### config.mk
export PLATFORM = sky130hd
export DESIGN_NAME = bmeu_exec_unit
export DESIGN_NICKNAME = d
export VERILOG_FILES = /design/src/pkg/bmeu_pkg.sv /design/src/hw/bmeu_exec_unit.sv /design/src/hw/bmeu_bit_alu.sv
export SDC_FILE = /design/constraint.sdc
export NUM_CORES = 1
export LEC_CHECK = 0
export BUFFER_PORTS_ARGS = -buffer_cell sky130_fd_sc_hd__buf_2
export CORE_MARGIN = 10
export CORE_UTILIZATION = 45
export CTS_BUF_LIST = sky130_fd_sc_hd__clkbuf_4 sky130_fd_sc_hd__clkbuf_8
export CTS_CLUSTER_SIZE = 25
export DETAILED_ROUTE_END_ITERATION = 10
export MAX_ROUTING_LAYER = met4
export PLACE_DENSITY = 0.72
export SETUP_SLACK_MARGIN = 0.15
export SYNTH_ARGS = -nofsm -noshare
export SYNTH_HDL_FRONTEND = slang
export SYNTH_SLANG_ARGS = --single-unit
export TNS_END_PERCENT = 1
### constraint.sdc
create_clock -name core_clk -period 2.28 [get_ports core_clk]
set_input_delay 0.342 -clock core_clk [delete_from_list [all_inputs] [get_ports core_clk]]
set_output_delay 0.342 -clock core_clk [all_outputs]
set_load 0.01 [all_outputs]
### src/pkg/bmeu_pkg.sv
// Shared constants, types and encodings of the bit manipulation execution unit.
package bmeu_pkg;

  // Opcodes recognised by the unit.
  localparam logic [7:0] OPC_BIT_COMPLEMENT = 8'h57;
  localparam logic [7:0] OPC_BIT_CLEAR_SET  = 8'h77;
  localparam logic [7:0] OPC_BIT_OR         = 8'h07;

  // Second instruction byte layout: address, bit index, form selector.
  localparam int ADDR_FIELD_MSB = 7;
  localparam int ADDR_FIELD_LSB = 4;
  localparam int BIT_FIELD_MSB  = 3;
  localparam int BIT_FIELD_LSB  = 1;
  localparam int SEL_FIELD_POS  = 0;

  // Address of the condition register.
  localparam logic [7:0] FLAGS_ADDR = 8'hD5;

  // Bit positions of the flags inside the condition register byte.
  localparam int FLAG_C_POS = 7;
  localparam int FLAG_Z_POS = 6;
  localparam int FLAG_S_POS = 5;
  localparam int FLAG_V_POS = 4;
  localparam int FLAG_D_POS = 3;
  localparam int FLAG_H_POS = 2;

  // Instruction lengths in core clock cycles.
  localparam int CYC_SHORT = 4;
  localparam int CYC_LONG  = 6;
  // States visited by each instruction including the accept cycle in idle.
  localparam int PATH_SHORT = 4;
  localparam int PATH_LONG  = 6;

  localparam logic [7:0] FLAGS_RESET = 8'h00;

  typedef struct packed {
    logic c;
    logic z;
    logic s;
    logic v;
    logic d;
    logic h;
  } bmeuFlags_t;

  typedef struct packed {
    logic [7:0] opcode;
    logic [7:0] byte2;
    logic [7:0] byte3;
  } bmeuInstr_t;

  typedef struct packed {
    logic [7:0] addr;
    logic       rd;
    logic       wr;
    logic [7:0] wdata;
  } bmeuRegReq_t;

  typedef enum logic [1:0] {
    OP_COMPLEMENT = 2'b00,
    OP_CLEAR      = 2'b01,
    OP_SET        = 2'b10,
    OP_OR         = 2'b11
  } bmeuOp_t;

  typedef enum logic [2:0] {
    ST_IDLE   = 3'b000,
    ST_RD_SRC = 3'b001,
    ST_RD_DST = 3'b011,
    ST_CALC   = 3'b010,
    ST_HOLD   = 3'b110,
    ST_WRITE  = 3'b111
  } bmeuState_t;

endpackage

### src/hw/bmeu_exec_unit.sv
// Execution unit for the single-bit complement, clear, set and OR instructions.
//
// Functional notes
// RULE_01 - Complement inverts only the chosen bit; other seven bits are kept.
// RULE_02 - After complement: Z from result, S cleared, V undefined, C D H kept.
// RULE_03 - Clear forces the chosen bit to zero, other bits kept.
// RULE_04 - Clear and set leave all six flags untouched.
// RULE_05 - Set forces the chosen bit to one, other bits kept.
// RULE_06 - Opcode 77 selects clear when selector is 0, set when 1.
// RULE_07 - Second byte: 4-bit address, 3-bit bit index, 1-bit selector.
// RULE_08 - Opcode 57 complements, 77 clears or sets, 07 ORs.
// RULE_09 - Two-byte instructions take 4 cycles, the three-byte OR takes 6.
// RULE_10 - OR writes only the destination bit; source and other bits kept.
// RULE_11 - Selector 0: working bit 0 gets full bit b; 1: the reverse.
// RULE_12 - After OR: Z from result, S cleared, V undefined, C D H kept.
// RULE_13 - Read, modify and write back run without interleaved accesses.
`timescale 1ns/10ps
module bmeu_exec_unit (
  input  wire logic                  core_clk,     // Core clock
  input  wire logic                  resetn,       // Synchronous reset, active low
  input  wire logic                  issueValid,   // Decode offers an instruction
  input  wire bmeu_pkg::bmeuInstr_t  issueInstr,   // Opcode and operand bytes
  output logic                       issueReady,   // Unit idle, a legal offer is taken
  output logic                       opDone,       // Last cycle of an instruction
  output logic                       illegalOp,    // Offer was not a bit instruction
  input  wire logic [7:0]            workPtr,      // Working register bank pointer
  output bmeu_pkg::bmeuRegReq_t      regReq,       // Register file request
  input  wire logic [7:0]            regRdata,     // Read data, one cycle after rd
  output logic                       regLock,      // Register file held by the unit
  input  wire logic                  flagLoad,     // Core writes the condition register
  input  wire logic [7:0]            flagLoadData, // Value the core writes
  output bmeu_pkg::bmeuFlags_t       flags,        // Current condition flags
  output logic [7:0]                 flagsByte     // Condition register as a byte
);
  import bmeu_pkg::*;

  // The sequencer realises the cycle counts; refuse a package that disagrees.
  if (CYC_SHORT != PATH_SHORT || CYC_LONG != PATH_LONG) begin : gCycleCheck
    $error("Instruction cycle counts do not match the sequencer path.");
  end

  // The decode below assumes the three fields tile the second byte from bit 7 down.
  if (ADDR_FIELD_MSB != 7 || ADDR_FIELD_LSB != BIT_FIELD_MSB + 1 || SEL_FIELD_POS != 0 ||
      BIT_FIELD_MSB - BIT_FIELD_LSB != 2 || BIT_FIELD_LSB != SEL_FIELD_POS + 1) begin : gFieldCheck
    $error("Second byte field layout does not match the decode widths.");
  end

  bmeuState_t  state;
  bmeuState_t  next_state;
  bmeuOp_t     curOp;
  logic [2:0]  curBit;
  logic        curSel;
  logic [7:0]  workAddr;
  logic [7:0]  fullAddr;
  logic        srcBit;
  logic [7:0]  resultByte;
  logic        resultZero;
  bmeuRegReq_t next_regReq;
  logic        doneReg;
  logic        illegalReg;

  // Instruction field decode.
  wire logic [7:0] opcode;
  wire logic [3:0] addrField;
  wire logic [2:0] bitField;
  wire logic       selField;
  wire logic       isComplement;
  wire logic       isClearSet;
  wire logic       isOr;
  wire logic       isLegal;
  wire logic       accept;
  wire bmeuOp_t    decOp;

  assign opcode    = issueInstr.opcode;
  assign addrField = issueInstr.byte2[ADDR_FIELD_MSB:ADDR_FIELD_LSB]; // RULE_07
  assign bitField  = issueInstr.byte2[BIT_FIELD_MSB:BIT_FIELD_LSB];   // RULE_07
  assign selField  = issueInstr.byte2[SEL_FIELD_POS];                 // RULE_07

  // The complement exists only in its selector-0 form.
  assign isComplement = (opcode == OPC_BIT_COMPLEMENT) && !selField; // RULE_08
  assign isClearSet   = (opcode == OPC_BIT_CLEAR_SET);               // RULE_08
  assign isOr         = (opcode == OPC_BIT_OR);                      // RULE_08
  assign isLegal      = isComplement | isClearSet | isOr;

  assign decOp = isOr         ? OP_OR :
                 isComplement ? OP_COMPLEMENT :
                 selField     ? OP_SET : OP_CLEAR; // RULE_06

  // State decodes shared by the request, capture and flag logic.
  wire logic inIdle;
  wire logic inRdDst;
  wire logic inCalc;
  wire logic inWrite;

  assign inIdle  = (state == ST_IDLE);
  assign inRdDst = (state == ST_RD_DST);
  assign inCalc  = (state == ST_CALC);
  assign inWrite = (state == ST_WRITE);

  assign issueReady = inIdle;
  assign accept     = issueReady && issueValid && isLegal;

  // Operand addressing for the held instruction.
  wire logic       orForm1;
  wire logic [7:0] dstAddr;
  wire logic [2:0] tgtIdx;
  wire logic       srcSample;
  wire logic [7:0] offerWorkAddr;
  wire logic [7:0] offerFirstAddr;
  wire logic [7:0] reqAddr;

  assign orForm1 = (curOp == OP_OR) && curSel;

  // Selector 0 writes bit 0 of the working register from bit b of the full one.
  assign dstAddr = orForm1 ? fullAddr : workAddr;                  // RULE_11
  // The first read leaves in the accept cycle, before the held fields load, so
  // its address is built from the offered bytes: the source for an OR, else the
  // destination. Every later request uses the held destination.
  assign offerWorkAddr  = {workPtr[7:4], addrField};                              // RULE_07
  assign offerFirstAddr = (isOr && !selField) ? issueInstr.byte3 : offerWorkAddr; // RULE_11
  assign reqAddr        = inIdle ? offerFirstAddr : dstAddr;
  assign tgtIdx  = (curOp == OP_OR && !curSel) ? 3'h0 : curBit;    // RULE_11
  assign srcSample = orForm1 ? regRdata[0] : regRdata[curBit];     // RULE_11

  // Modify stage works on the destination byte as it returns.
  wire logic [7:0] aluResult;
  wire logic       aluZero;

  bmeu_bit_alu uAlu (
    .op         (curOp),
    .dstByte    (regRdata),
    .srcBit     (srcBit),
    .tgtIdx     (tgtIdx),
    .result     (aluResult),
    .resultZero (aluZero)
  );

  // Sequencer: three-byte OR spends two more cycles on the source read
  // and a hold stage, keeping the instruction lengths at 4 and 6 cycles.
  // States are Gray coded along the OR path from idle to write, so each of those steps flips one state bit.
  always_comb begin
    next_state = state;
    case (state)
      ST_IDLE: begin
        if (accept) begin
          next_state = isOr ? ST_RD_SRC : ST_RD_DST; // RULE_09
        end
      end
      ST_RD_SRC: begin
        next_state = ST_RD_DST;
      end
      ST_RD_DST: begin
        next_state = ST_CALC;
      end
      ST_CALC: begin
        next_state = (curOp == OP_OR) ? ST_HOLD : ST_WRITE; // RULE_09
      end
      ST_HOLD: begin
        next_state = ST_WRITE;
      end
      ST_WRITE: begin
        next_state = ST_IDLE;
      end
      default: begin
        next_state = ST_IDLE;
      end
    endcase
  end

  always_ff @(posedge core_clk) begin
    if (!resetn) begin
      state <= ST_IDLE;
    end else begin
      state <= next_state;
    end
  end

  // Held instruction fields, captured on accept. Decode may move on to its next
  // offer at once, since nothing reads the offered bytes after the accept edge.
  always_ff @(posedge core_clk) begin
    if (!resetn) begin
      curOp    <= OP_COMPLEMENT;
      curBit   <= 3'h0;
      curSel   <= 1'b0;
      workAddr <= 8'h00;
      fullAddr <= 8'h00;
    end else if (accept) begin
      curOp    <= decOp;
      curBit   <= bitField;
      curSel   <= selField;
      workAddr <= offerWorkAddr;
      fullAddr <= issueInstr.byte3;
    end
  end

  // Source bit arrives in the cycle after the source read.
  always_ff @(posedge core_clk) begin
    if (!resetn) begin
      srcBit <= 1'b0;
    end else if (inRdDst && curOp == OP_OR) begin
      srcBit <= srcSample; // RULE_10
    end
  end

  // Result is held so the OR can wait one stage before its write.
  always_ff @(posedge core_clk) begin
    if (!resetn) begin
      resultByte <= 8'h00;
      resultZero <= 1'b0;
    end else if (inCalc) begin
      resultByte <= aluResult;
      resultZero <= aluZero;
    end
  end

  // Register requests are registered and follow the next state, so every
  // strobe lines up with the state that owns it. Address and data fall back
  // to zero in idle, which keeps the bus quiet between instructions.
  always_comb begin
    next_regReq       = '0;
    next_regReq.rd    = (next_state == ST_RD_SRC) || (next_state == ST_RD_DST);
    next_regReq.wr    = (next_state == ST_WRITE); // RULE_13
    next_regReq.addr  = reqAddr;
    next_regReq.wdata = inCalc ? aluResult : resultByte;
    if (next_state == ST_IDLE) begin
      next_regReq.addr  = 8'h00;
      next_regReq.wdata = 8'h00;
    end
  end

  always_ff @(posedge core_clk) begin
    if (!resetn) begin
      regReq <= '0;
    end else begin
      regReq <= next_regReq;
    end
  end

  // The register file stays held from the first read to the write-back.
  // Other masters must give way while this is high.
  assign regLock = !inIdle; // RULE_13

  // Completion and refusal pulses, one cycle each. A refused offer leaves the
  // unit idle, so decode may retry in the very next cycle.
  wire logic next_done;
  wire logic next_illegal;

  assign next_done    = (next_state == ST_WRITE);             // RULE_09
  assign next_illegal = issueReady && issueValid && !isLegal; // RULE_08

  always_ff @(posedge core_clk) begin
    if (!resetn) begin
      doneReg    <= 1'b0;
      illegalReg <= 1'b0;
    end else begin
      doneReg    <= next_done;
      illegalReg <= next_illegal;
    end
  end

  assign opDone    = doneReg;
  assign illegalOp = illegalReg;

  // Condition flags.
  wire logic       flagUpdate;
  wire logic       flagsWritten;
  wire logic [7:0] flagSource;
  wire logic       flagsLoadNow;
  wire bmeuFlags_t loadedFlags;
  wire bmeuFlags_t updatedFlags;
  wire bmeuFlags_t next_flags;

  // Overflow is undefined after these operations; it is simply kept.
  assign flagUpdate = inWrite &&
                      ((curOp == OP_COMPLEMENT) || (curOp == OP_OR)); // RULE_02 RULE_04 RULE_12
  // A write-back that targets the condition register replaces the flags.
  assign flagsWritten = regReq.wr && (regReq.addr == FLAGS_ADDR);
  assign flagSource   = flagsWritten ? regReq.wdata : flagLoadData;
  // A load from the core is refused while busy, so it cannot race the update.
  assign flagsLoadNow = flagsWritten || (flagLoad && inIdle);
  assign loadedFlags  = {flagSource[FLAG_C_POS], flagSource[FLAG_Z_POS], flagSource[FLAG_S_POS],
                         flagSource[FLAG_V_POS], flagSource[FLAG_D_POS], flagSource[FLAG_H_POS]};
  assign updatedFlags = {flags.c, resultZero, 1'b0, flags.v, flags.d, flags.h}; // RULE_02 RULE_12
  // A load wins over the update, as a write-back to the flags must stick.
  assign next_flags   = flagsLoadNow ? loadedFlags :
                        flagUpdate   ? updatedFlags : flags; // RULE_04

  always_ff @(posedge core_clk) begin
    if (!resetn) begin
      flags.c <= FLAGS_RESET[FLAG_C_POS];
      flags.z <= FLAGS_RESET[FLAG_Z_POS];
      flags.s <= FLAGS_RESET[FLAG_S_POS];
      flags.v <= FLAGS_RESET[FLAG_V_POS];
      flags.d <= FLAGS_RESET[FLAG_D_POS];
      flags.h <= FLAGS_RESET[FLAG_H_POS];
    end else begin
      flags <= next_flags;
    end
  end

  assign flagsByte = {flags.c, flags.z, flags.s, flags.v, flags.d, flags.h, 2'b00};

endmodule

### src/hw/bmeu_bit_alu.sv
// Single-bit modify logic: complement, clear, set or OR one bit of a byte.
`timescale 1ns/10ps
module bmeu_bit_alu (
  input  wire bmeu_pkg::bmeuOp_t op,         // Operation to apply
  input  wire logic [7:0]        dstByte,    // Destination byte as read
  input  wire logic              srcBit,     // Other operand bit for the OR
  input  wire logic [2:0]        tgtIdx,     // Destination bit to modify
  output logic [7:0]             result,     // Byte to write back
  output logic                   resultZero  // Zero condition of the result
);
  import bmeu_pkg::*;

  wire logic [7:0] mask;
  wire logic       oldBit;
  wire logic       newBit;

  assign mask   = 8'h01 << tgtIdx;
  assign oldBit = dstByte[tgtIdx];

  assign newBit = (op == OP_COMPLEMENT) ? ~oldBit :      // RULE_01
                  (op == OP_CLEAR)      ? 1'b0 :         // RULE_03
                  (op == OP_SET)        ? 1'b1 :         // RULE_05
                                          (oldBit | srcBit); // RULE_10

  // Only the masked bit changes; the other seven pass through.
  assign result = (dstByte & ~mask) | (newBit ? mask : 8'h00); // RULE_01 RULE_03 RULE_05 RULE_10

  // The complement judges the whole byte, the OR judges the result bit.
  assign resultZero = (op == OP_OR) ? ~newBit : (result == 8'h00); // RULE_02 RULE_12

endmodule

After elaboration in Yosys (flattened, before gate mapping)
Index checks and enable logic that the tools add are counted.

cells by class
  equal/unequal tests = 15
  magnitude comparators = 2
  shifts and indexed selects = 1
  multiplexer cells = 25
  add/sub/neg operators = 0
  reductions and logical operators = 24
  $mul = 0
  divide/modulo/power cells = 0
  bitwise gates (word level) = 9

operators by type and width
  cell                 count
  $mux 8               6
  $eq 8x7->1 const B   2
  $pmux 3 s5           1
  $logic_and 1x1->1    11
  $eq 3x2->1 const B   3
  $eq 3x3->1 const B   3
  $and 8x8->8          1
  $eq 8x3->1 const B   1
  $eq 8x8->1 const B   1
  $logic_not 8->1      1
  $lt 3x4->1 const B   2
  $mux 1               8
  $mux 2               4
  $not 8->8            1
  $or 8x8->8           1
  $shl 1x3->8 const A  1
  $bmux 1 s3           2
  $eq 3x1->1 const B   2
  $logic_not 3->1      2
  $mux 3               2
  $mux 6               1
  $mux 5               1
  $eq 2x2->1 const B   2
  $logic_not 1->1      4
  other kinds (7)      13

storage, ports and cells
  bits in latches = 0
  input bits = 52
  output and inout port bits = 36
  bits in writable memories = 0
  flip-flop bits (word level) = 60
  bits in read-only memories = 0
  memories = 0

Logic depth before layout (Yosys ltp)
Gate-level depths: netlist of run 1.

  depth after elaboration = 13
  gate-level depth with buffers = 9

Modules after synthesis
From an unflattened synthesis of run 1, not the netlist that was laid out.

unflattened totals
  cells, all modules = 363
  area, all modules = 3258.1 um^2

modules (own cells, without submodules)
  module          cells each  sequential area each (um^2)  times used  area an instance (um^2)
  bmeu_exec_unit  305         1201.2                       1           2851.5
  bmeu_bit_alu    58          0.0                          1           406.6

Worst setup path before layout of run 1
OpenSTA, ideal clock, no wires.

  path kind = register to register
  from = register state[0]
  to = register regReq[10] (netlist bit)
  path slack = 38 ps
  data required time = 2201 ps
  path buffers = 2
  library setup time = 79 ps
  arrival = 2163 ps
  stages on the path, launching flop included = 10
  cells stage by stage = dfxtp_1 -> buf_2 -> or4b_1 -> or3_1 -> a21oi_4 -> a21oi_2 -> nor3b_4 -> nor3_2 -> buf_6 -> a211oi_2

between the ends
  longest elaborated chain between the ends = 7

RTL lines
  item                            line                                         source
  from (decl)                     bmeu_exec_unit.sv:48                         bmeuState_t state;
  from (signal assigned)          bmeu_exec_unit.sv:174                        state <= next_state;
  $logic_not 3->1                 bmeu_exec_unit.sv:95, bmeu_exec_unit.sv:143
  $logic_and 1x1->1 (2 in a row)  bmeu_exec_unit.sv:101                        assign accept = issueReady && issueValid && isLegal;
  $mux 3                          bmeu_exec_unit.sv:145                        if (accept) begin
  $pmux 3 s5                      bmeu_exec_unit.sv:143                        case (state)
  $logic_not 3->1                 bmeu_exec_unit.sv:225                        if (next_state == ST_IDLE) begin
  $reduce_or 2->1 (no line)       --
  to (signal assigned)            bmeu_exec_unit.sv:235                        regReq <= next_regReq;
  to (decl)                       bmeu_exec_unit.sv:27                         output bmeu_pkg::bmeuRegReq_t regReq,

Parallel ways exist; a longest one is shown, timed or not.
A chain may end at the register's enable or synchronous reset.

Worst setup path after layout of run 1
  from = register curOp[1]
  to = register resultZero

between the ends
  longest elaborated chain between the ends = 13

RTL lines
  item                          line                                       source
  from (decl)                   bmeu_exec_unit.sv:50                       bmeuOp_t curOp;
  from (signal assigned)        bmeu_exec_unit.sv:188                      curOp <= decOp;
  $eq 2x2->1                    bmeu_exec_unit.sv:122, bmeu_bit_alu.sv:29
  $logic_and 1x1->1             bmeu_exec_unit.sv:122                      assign tgtIdx = (curOp == OP_OR && !curSel) ? 3'h0 : curBit;
  $mux 3                        bmeu_exec_unit.sv:122
  $bmux 1 s3                    bmeu_bit_alu.sv:18                         assign oldBit = dstByte[tgtIdx];
  $mux 1 (not written as such)  bmeu_bit_alu.sv:18
  $or 1x1->1                    bmeu_bit_alu.sv:23                         (oldBit | srcBit);
  $mux 1                        bmeu_bit_alu.sv:22                         (op == OP_SET) ? 1'b1 :
  $mux 1                        bmeu_bit_alu.sv:21                         (op == OP_CLEAR) ? 1'b0 :
  $mux 1                        bmeu_bit_alu.sv:20                         assign newBit = (op == OP_COMPLEMENT) ? ~oldBit :
  $mux 8                        bmeu_bit_alu.sv:26                         assign result = (dstByte & ~mask) | (newBit ? mask : 8'h00);
  $or 8x8->8                    bmeu_bit_alu.sv:26
  $logic_not 8->1               bmeu_bit_alu.sv:29                         assign resultZero = (op == OP_OR) ? ~newBit : (result == 8'h00);
  $mux 1 *                      bmeu_bit_alu.sv:29
  to (signal assigned)          bmeu_exec_unit.sv:212                      resultZero <= aluZero;
  to (decl)                     bmeu_exec_unit.sv:57                       logic resultZero;

Every way passes the cells marked *; elsewhere a longest branch is shown, timed or not. The select of a mux whose other input is x is not followed.

==> flow_summary.toml, run 1 <==
[yosys]
synthFlopType = "dfxtp_1"
yosys.area_share.simple_pct = 24.17
synthesis.area_sq_mm = 0.003085
synth.area.mux_share_pct = 10.46
synth-seq-cells = 60
synthArstFlopShare_pct = 0
synth_edf_count = 0
post_synth_num_cell_types = 50
synth_xor_area_share_pct = 0.2839
synth_compound_area_share_pct = 17.92
synthAdderAreaFrac_pct = 1.622
synth_top_family_by_area = "simple AND/OR/NAND/NOR gates"
syn_inst = 348
yosysSeqAreaShare_pct = 38.93
avgSynthCellArea_sq_um = 8.866
yosys_warnings = 0

[placed_design]
portBuffers = 79
place_congestion = 0.9023
dpl.cell_count = 516
dp_slack_ps = -18.86
hpwl_mm = 6.324
place_area_sq_mm = 0.003706

[timing]
worst_pin_slew_ps = 530.6
max_clock_freq_mhz = 455.6
fin_crit_sh_pct = 96.28
finalWorstSetupSlack_ps = 84.88
slew_violations = 0
finalHoldViolCount = 0
fin_crit_ps = 2195
fin_skew_ps = 14.17
holdWs_ps = 259.1
relSlewSlack_pct = 64.52
setup_viol = 0
rsz0062_at_grt = "yes"
fin_setup_tns_ps = 0

[worst_hold_path]
worstHoldStart = "issueInstr[9]"
hold_path_end = "curBit[0]"
hold_path_class = "in -> reg"
worstHoldPathCells = 3

[floorplan]
fp.dieH_um = 102.8
die_area_sq_mm = 0.01057
start_util_pct = 45.92
die_w_um = 102.8
core_sq_mm = 0.006719
core.rowCount = 30
pin_count = 88

[power]
p_seq_share_pct = 43.8
leakage_nw = 1.810
peakVddDrop_mv = 0.2990
power.total_mw = 2.601
powerDensity_mw_per_mm2 = 641.2
clockPowerShare_pct = 32.6
combPwrFrac_pct = 23.6
internal_power_mw = 1.765
switching_share_pct = 32.13
p_sw_mw = 0.8356

[route]
first_iter_violations = 142
drtPass1Iterations = 4
vias_per_cell = 5.417
drc = 0
vias = 2898
wl_per_cell_um = 16.32
routed_wirelength_mm = 8.732
postRouteAntennaNets = 0

[final_layout]
layout-drive-gt1-share_pct = 36.70
antenna_cells = 0
fillerInstances = 594
fin_nets = 506
area_growth_pct = 31.47
final_cells = 535
fin_util_pct = 60.37
area.sequential_sq_mm = 0.001206
multi_input_area_sq_mm = 0.001838
design_area_sq_mm = 0.004056

[global_route]
grt_max_degree = 41
overflow = 0
antenna_found_initial = 0
grt_pass1_wl_mm = 13.32
grt_usage_pct = 15.99
grt_pass1_vias = 2850

[job]
cap_violations = 0

[cts]
htree_levels = 3
numCtsBuffers = 9
clk-insertion-delay-late_ps = 340
cts_hold_buf = 0
clockBufferDepth = 2
cts_root_buffer = "clkbuf_8"
clk_pin_slew_ps = 80
cts_tree = "done"
numClockSinks = 60

[setup_path]
crit_top_cell = "buf_4"
path_cells = "buf_4 > ha_1 > or2_2 > o31ai_4 > o2bb2ai_2 > buf_4 > a2111oi_1 > a21oi_1 > o21ai_0"
ff2ff_path_depth = 9
cp-end-kind = "register"
crit_type = "reg -> reg"
cp_data_arrival_time_ps = 2450
start_kind = "register"
rrSetupSlack_ps = 80
slowest_stage = "a2111oi_1"
crit_fanout = 9
rr_startpoint = "curOp[1]"
max_stage_delay_ps = 370
r2r-end = "resultZero"
required_ps = 2540

[run_status]
outcome = "complete, no violations"
-- cell families after synthesis --
logic type	count (synthesis)
AND/OR/NAND/NOR	137
AO/OA/AOI/OAI	74
flip-flops	60
buffers and inverters	40
multiplexers	31
adder cells (fa/ha/maj)	4
other	1
XOR/XNOR	1
-- cells in the final DEF, fill, tap and decap left out, drive strengths merged, types with 2 or more instances in the layout --
cell type | Yosys | final
nor3b | 6 | 6
ha | 4 | 4
nor2 | 29 | 29
dfxtp | 60 | 60
o31ai | 2 | 2
nor3 | 5 | 5
a2bb2oi | 5 | 5
nor4 | 6 | 6
o211ai | 3 | 3
nand2b | 2 | 2
o31a | 2 | 2
clkinvlp | 0 | 5
nand4b | 3 | 3
inv | 13 | 14
o21ai | 12 | 12
nor2b | 35 | 35
nand3 | 15 | 15
mux2i | 30 | 30
a21oi | 14 | 14
nand2 | 21 | 21
or3 | 3 | 3
conb | 1 | 2
o211a | 7 | 7
and3 | 8 | 8
a211oi | 19 | 19
buf | 16 | 117
clkbuf | 11 | 9
-- state kept, by name, summed over array words and instances (netlist names) --
register	cells
regReq	17
fullAddr	8
resultByte	8
workAddr	8
flags	6
curBit	3
state	3
curOp	2
curSel	1
illegalOp	1
opDone	1
resultZero	1
srcBit	1
-- power groups by stage --
stage	Clock (mW)	Combinational (mW)	Sequential, mW
floorplan	0	0.310	1.19
global placement	0	0.543	1.16
detailed placement	0	0.553	1.16
CTS	0.858	0.559	1.14
global route	0.902	0.669	1.15
finish	0.848	0.614	1.14
-- Yosys cell counts (5+ instances only) --
master	number	area [sq um]
dfxtp_1	60	1201
o211a_1	7	70.07
a2bb2oi_1	5	43.79
mux2i_1	30	300.3
nand2_1	21	78.83
nor4_1	6	37.54
clkbuf_1	10	37.54
o21ai_0	12	60.06
nor2b_1	35	219.0
nor3b_1	5	37.54
and3_1	8	50.05
inv_1	13	48.80
nor2_1	29	108.9
nand3_1	15	75.07
buf_4	9	67.56
a21oi_1	12	60.06
buf_2	6	30.03
a211oi_1	16	120.1
-- worst max-delay path: cells and delay by family, from the launching register on --
family	cells	cell delay (ps)
buf+inv	2	330
fa+ha+maj	1	170
simple gates	1	330
compound gates	5	940
flops	1	340
-- worst max-delay path by stage --
stage / from / endpoint / slack, ps / depth (start not counted)
6_report: curOp[1] / resultZero / 80 / 9
5_1_grt: curBit[1] / regReq[2] / 20 / 8
4_1_cts: curOp[0] / resultZero / 120 / 9
3_5_place_dp: curOp[0] / resultZero / -20 / 9
3_3_place_gp: curBit[1] / resultZero / -7 / 8
2_1_floorplan: state[0] / regReq[10] / 50 / 9
-- timing repair --
action / 4_1_cts / 5_1_grt
buffers inserted: 0 / 2
pin swaps: 0 / 6
setup endpoints to repair: 29 / 47
resized for setup: 7 / 26
cloned: 0 / 1
-- area by class of cell --
class	count	share of cell area (%)
timing repair buffer	117	16.96
multi-input combinational	249	45.31
clock inverter	7	1.265
inverter	13	1.203
tap	80	2.468
clock buffer	9	3.054
sequential	60	29.73
-- metal layers --
layer	wire (um)	track usage, %	vias up	share of wire, %
li1	-	-	1439	-
met1	3818	19.29	1372	44
met2	4286	25.71	76	49
met3	510	3.820	11	5.8
met4	116	5.348	0	1.3
met5	0	-	-	0
(Power assumes the default switching activity.)
==> run 2: changes to the inputs <==
Settings changed: PLACE_DENSITY 0.72 to 0.77.
==> run 2 against run 1 <==
Utilization grew 1.4 points. Power grew 13%. Via count grew 2.1%. Setup slack gained 79 ps. Register-to-register slack gained 80 ps. Clock skew shrank 2.6 ps. Worst hold slack lost 4.4 ps.
==> flow_summary.toml, run 2 (synthesis results as in run 1) <==
[floorplan]
die_area_sq_mm = 0.01057
start_util_pct = 45.92
die_w_um = 102.8
core.rowCount = 30
pin_count = 88
fp.dieH_um = 102.8
core_sq_mm = 0.006719

[final_layout]
mostFrequentLayoutCell = "buf_2"
largest_reg_flops = 17
layout_common_cells = "buf_2, dfxtp_1, nor2b_1"
layout-drive-gt1-share_pct = 36.64
top_register = "regReq"
antenna_cells = 0
area_growth_pct = 34.47
fin_nets = 504
design_area_sq_mm = 0.004149

[setup_path]
crit_fanout = 16
path_cells = "or4b_1 > or3_4 > a21oi_4 > a21oi_2 > nor3b_4 > nor3_2 > buf_6 > a211oi_2"
max_stage_delay_ps = 510
worst_path_dominant_cell_family = "simple AND/OR/NAND/NOR gates"
start_kind = "register"
crit_type = "reg -> reg"
slowest_stage = "or4b_1"
cp-end-kind = "register"
cp_data_arrival_time_ps = 2370
required_ps = 2540
critPathBufInv = 1

[power]
internal_power_mw = 2.148
leakage_nw = 1.852
switching_share_pct = 26.82
combPwrFrac_pct = 19.6
p_seq_share_pct = 38.9
powerDensity_mw_per_mm2 = 707.5
peakVddDrop_mv = 0.3039
power.total_mw = 2.935
clockPowerShare_pct = 41.4
p_sw_mw = 0.7872

[timing]
fin_skew_ps = 11.56
fin_crit_sh_pct = 92.79
slew_violations = 0
holdWs_ps = 254.7
rsz0062_at_grt = "yes"
max_clock_freq_mhz = 472.7
fin_setup_tns_ps = 0
fin_crit_ps = 2116
relSlewSlack_pct = 62.89
finalHoldViolCount = 0
setup_viol = 0
worst_pin_slew_ps = 555.1
finalWorstSetupSlack_ps = 164.3

[route]
wl_per_cell_um = 16.75
vias_per_cell = 5.552
postRouteAntennaNets = 0
drtPass1Iterations = 4
first_iter_violations = 202
routed_wirelength_mm = 8.929
drc = 0
vias = 2959

[cts]
htree_levels = 3
cts_hold_buf = 0
cts_root_buffer = "clkbuf_8"
clk_pin_slew_ps = 70
numClockSinks = 60
cts_tree = "done"
clockBufferDepth = 2
clk-insertion-delay-late_ps = 340
numCtsBuffers = 9

[run_status]
outcome = "complete, no violations"

[placed_design]
dp_slack_ps = -135.8
place_congestion = 0.8771
hpwl_mm = 6.429
portBuffers = 79
place_area_sq_mm = 0.003691

[global_route]
grt_max_degree = 41
overflow = 0
grt_pass1_vias = 2931
grt_usage_pct = 17.08
grt_pass1_wl_mm = 14.12
antenna_found_initial = 0

[worst_hold_path]
hold_path_class = "in -> reg"

[job]
cap_violations = 0
==> run 2: path summary, 6_finish.rpt <==
kind,from,to,slack [ps],depth (start not counted)
max,state[1],regReq[15],160,8
min,issueValid,illegalOp,250,3
max reg2reg,state[1],regReq[15],160,8
min reg2reg,resultByte[5],regReq[5],490,2
==> run 2: power groups by stage <==
| stage | registers [mW] | clock network [mW] | logic (mW) |
|---|---|---|---|
| 4_1_cts | 1.14 | 1.24 | 0.560 |
| 6_report | 1.14 | 1.22 | 0.577 |
| 3_5_place_dp | 1.17 | 0 | 0.537 |
| 5_1_grt | 1.15 | 1.28 | 0.628 |
| 2_1_floorplan | 1.19 | 0 | 0.310 |
| 3_3_place_gp | 1.16 | 0 | 0.530 |
==> run 2: tightest hold or removal path, stage by stage <==
cell and delay, ps:
buf_2 100, nand3_1 70, a21oi_1 40
==> run 2: routing by layer <==
metal  GRT usage (%)  vias up  part of all wire (%)
met5               -        -                     0
met4           5.775        0                   1.3
met3           4.357       12                   8.2
met2           28.85      122                    49
met1           19.30     1390                    41
li1                -     1435                     -
==> run 2: what timing repair did <==
| item | in CTS | in global routing |
|---|---|---|
| gates resized for setup | 17 | 20 |
| buffers inserted | 3 | 0 |
| endpoints found under the setup margin | 22 | 48 |
| pin swaps | 7 | 6 |
==> run 2: layout make-up <==
cell class | count | area, sq um
repair buffers | 115 | 680.7
clock buffers | 12 | 158.9
fillers | 551 | 2570
flip-flops and latches | 60 | 1207
inverters | 13 | 48.80
clock inverters | 4 | 95.09
well taps | 80 | 100.1
multi-input cells | 249 | 1858
==> run 2: stage by stage <==
step / util (%) / instances
floorplan: - / 349
global placement: 54.93 / 514
detailed placement: 54.93 / 514
CTS: 60.20 / 533
global route: 61.75 / 533
finish: 61.75 / 533
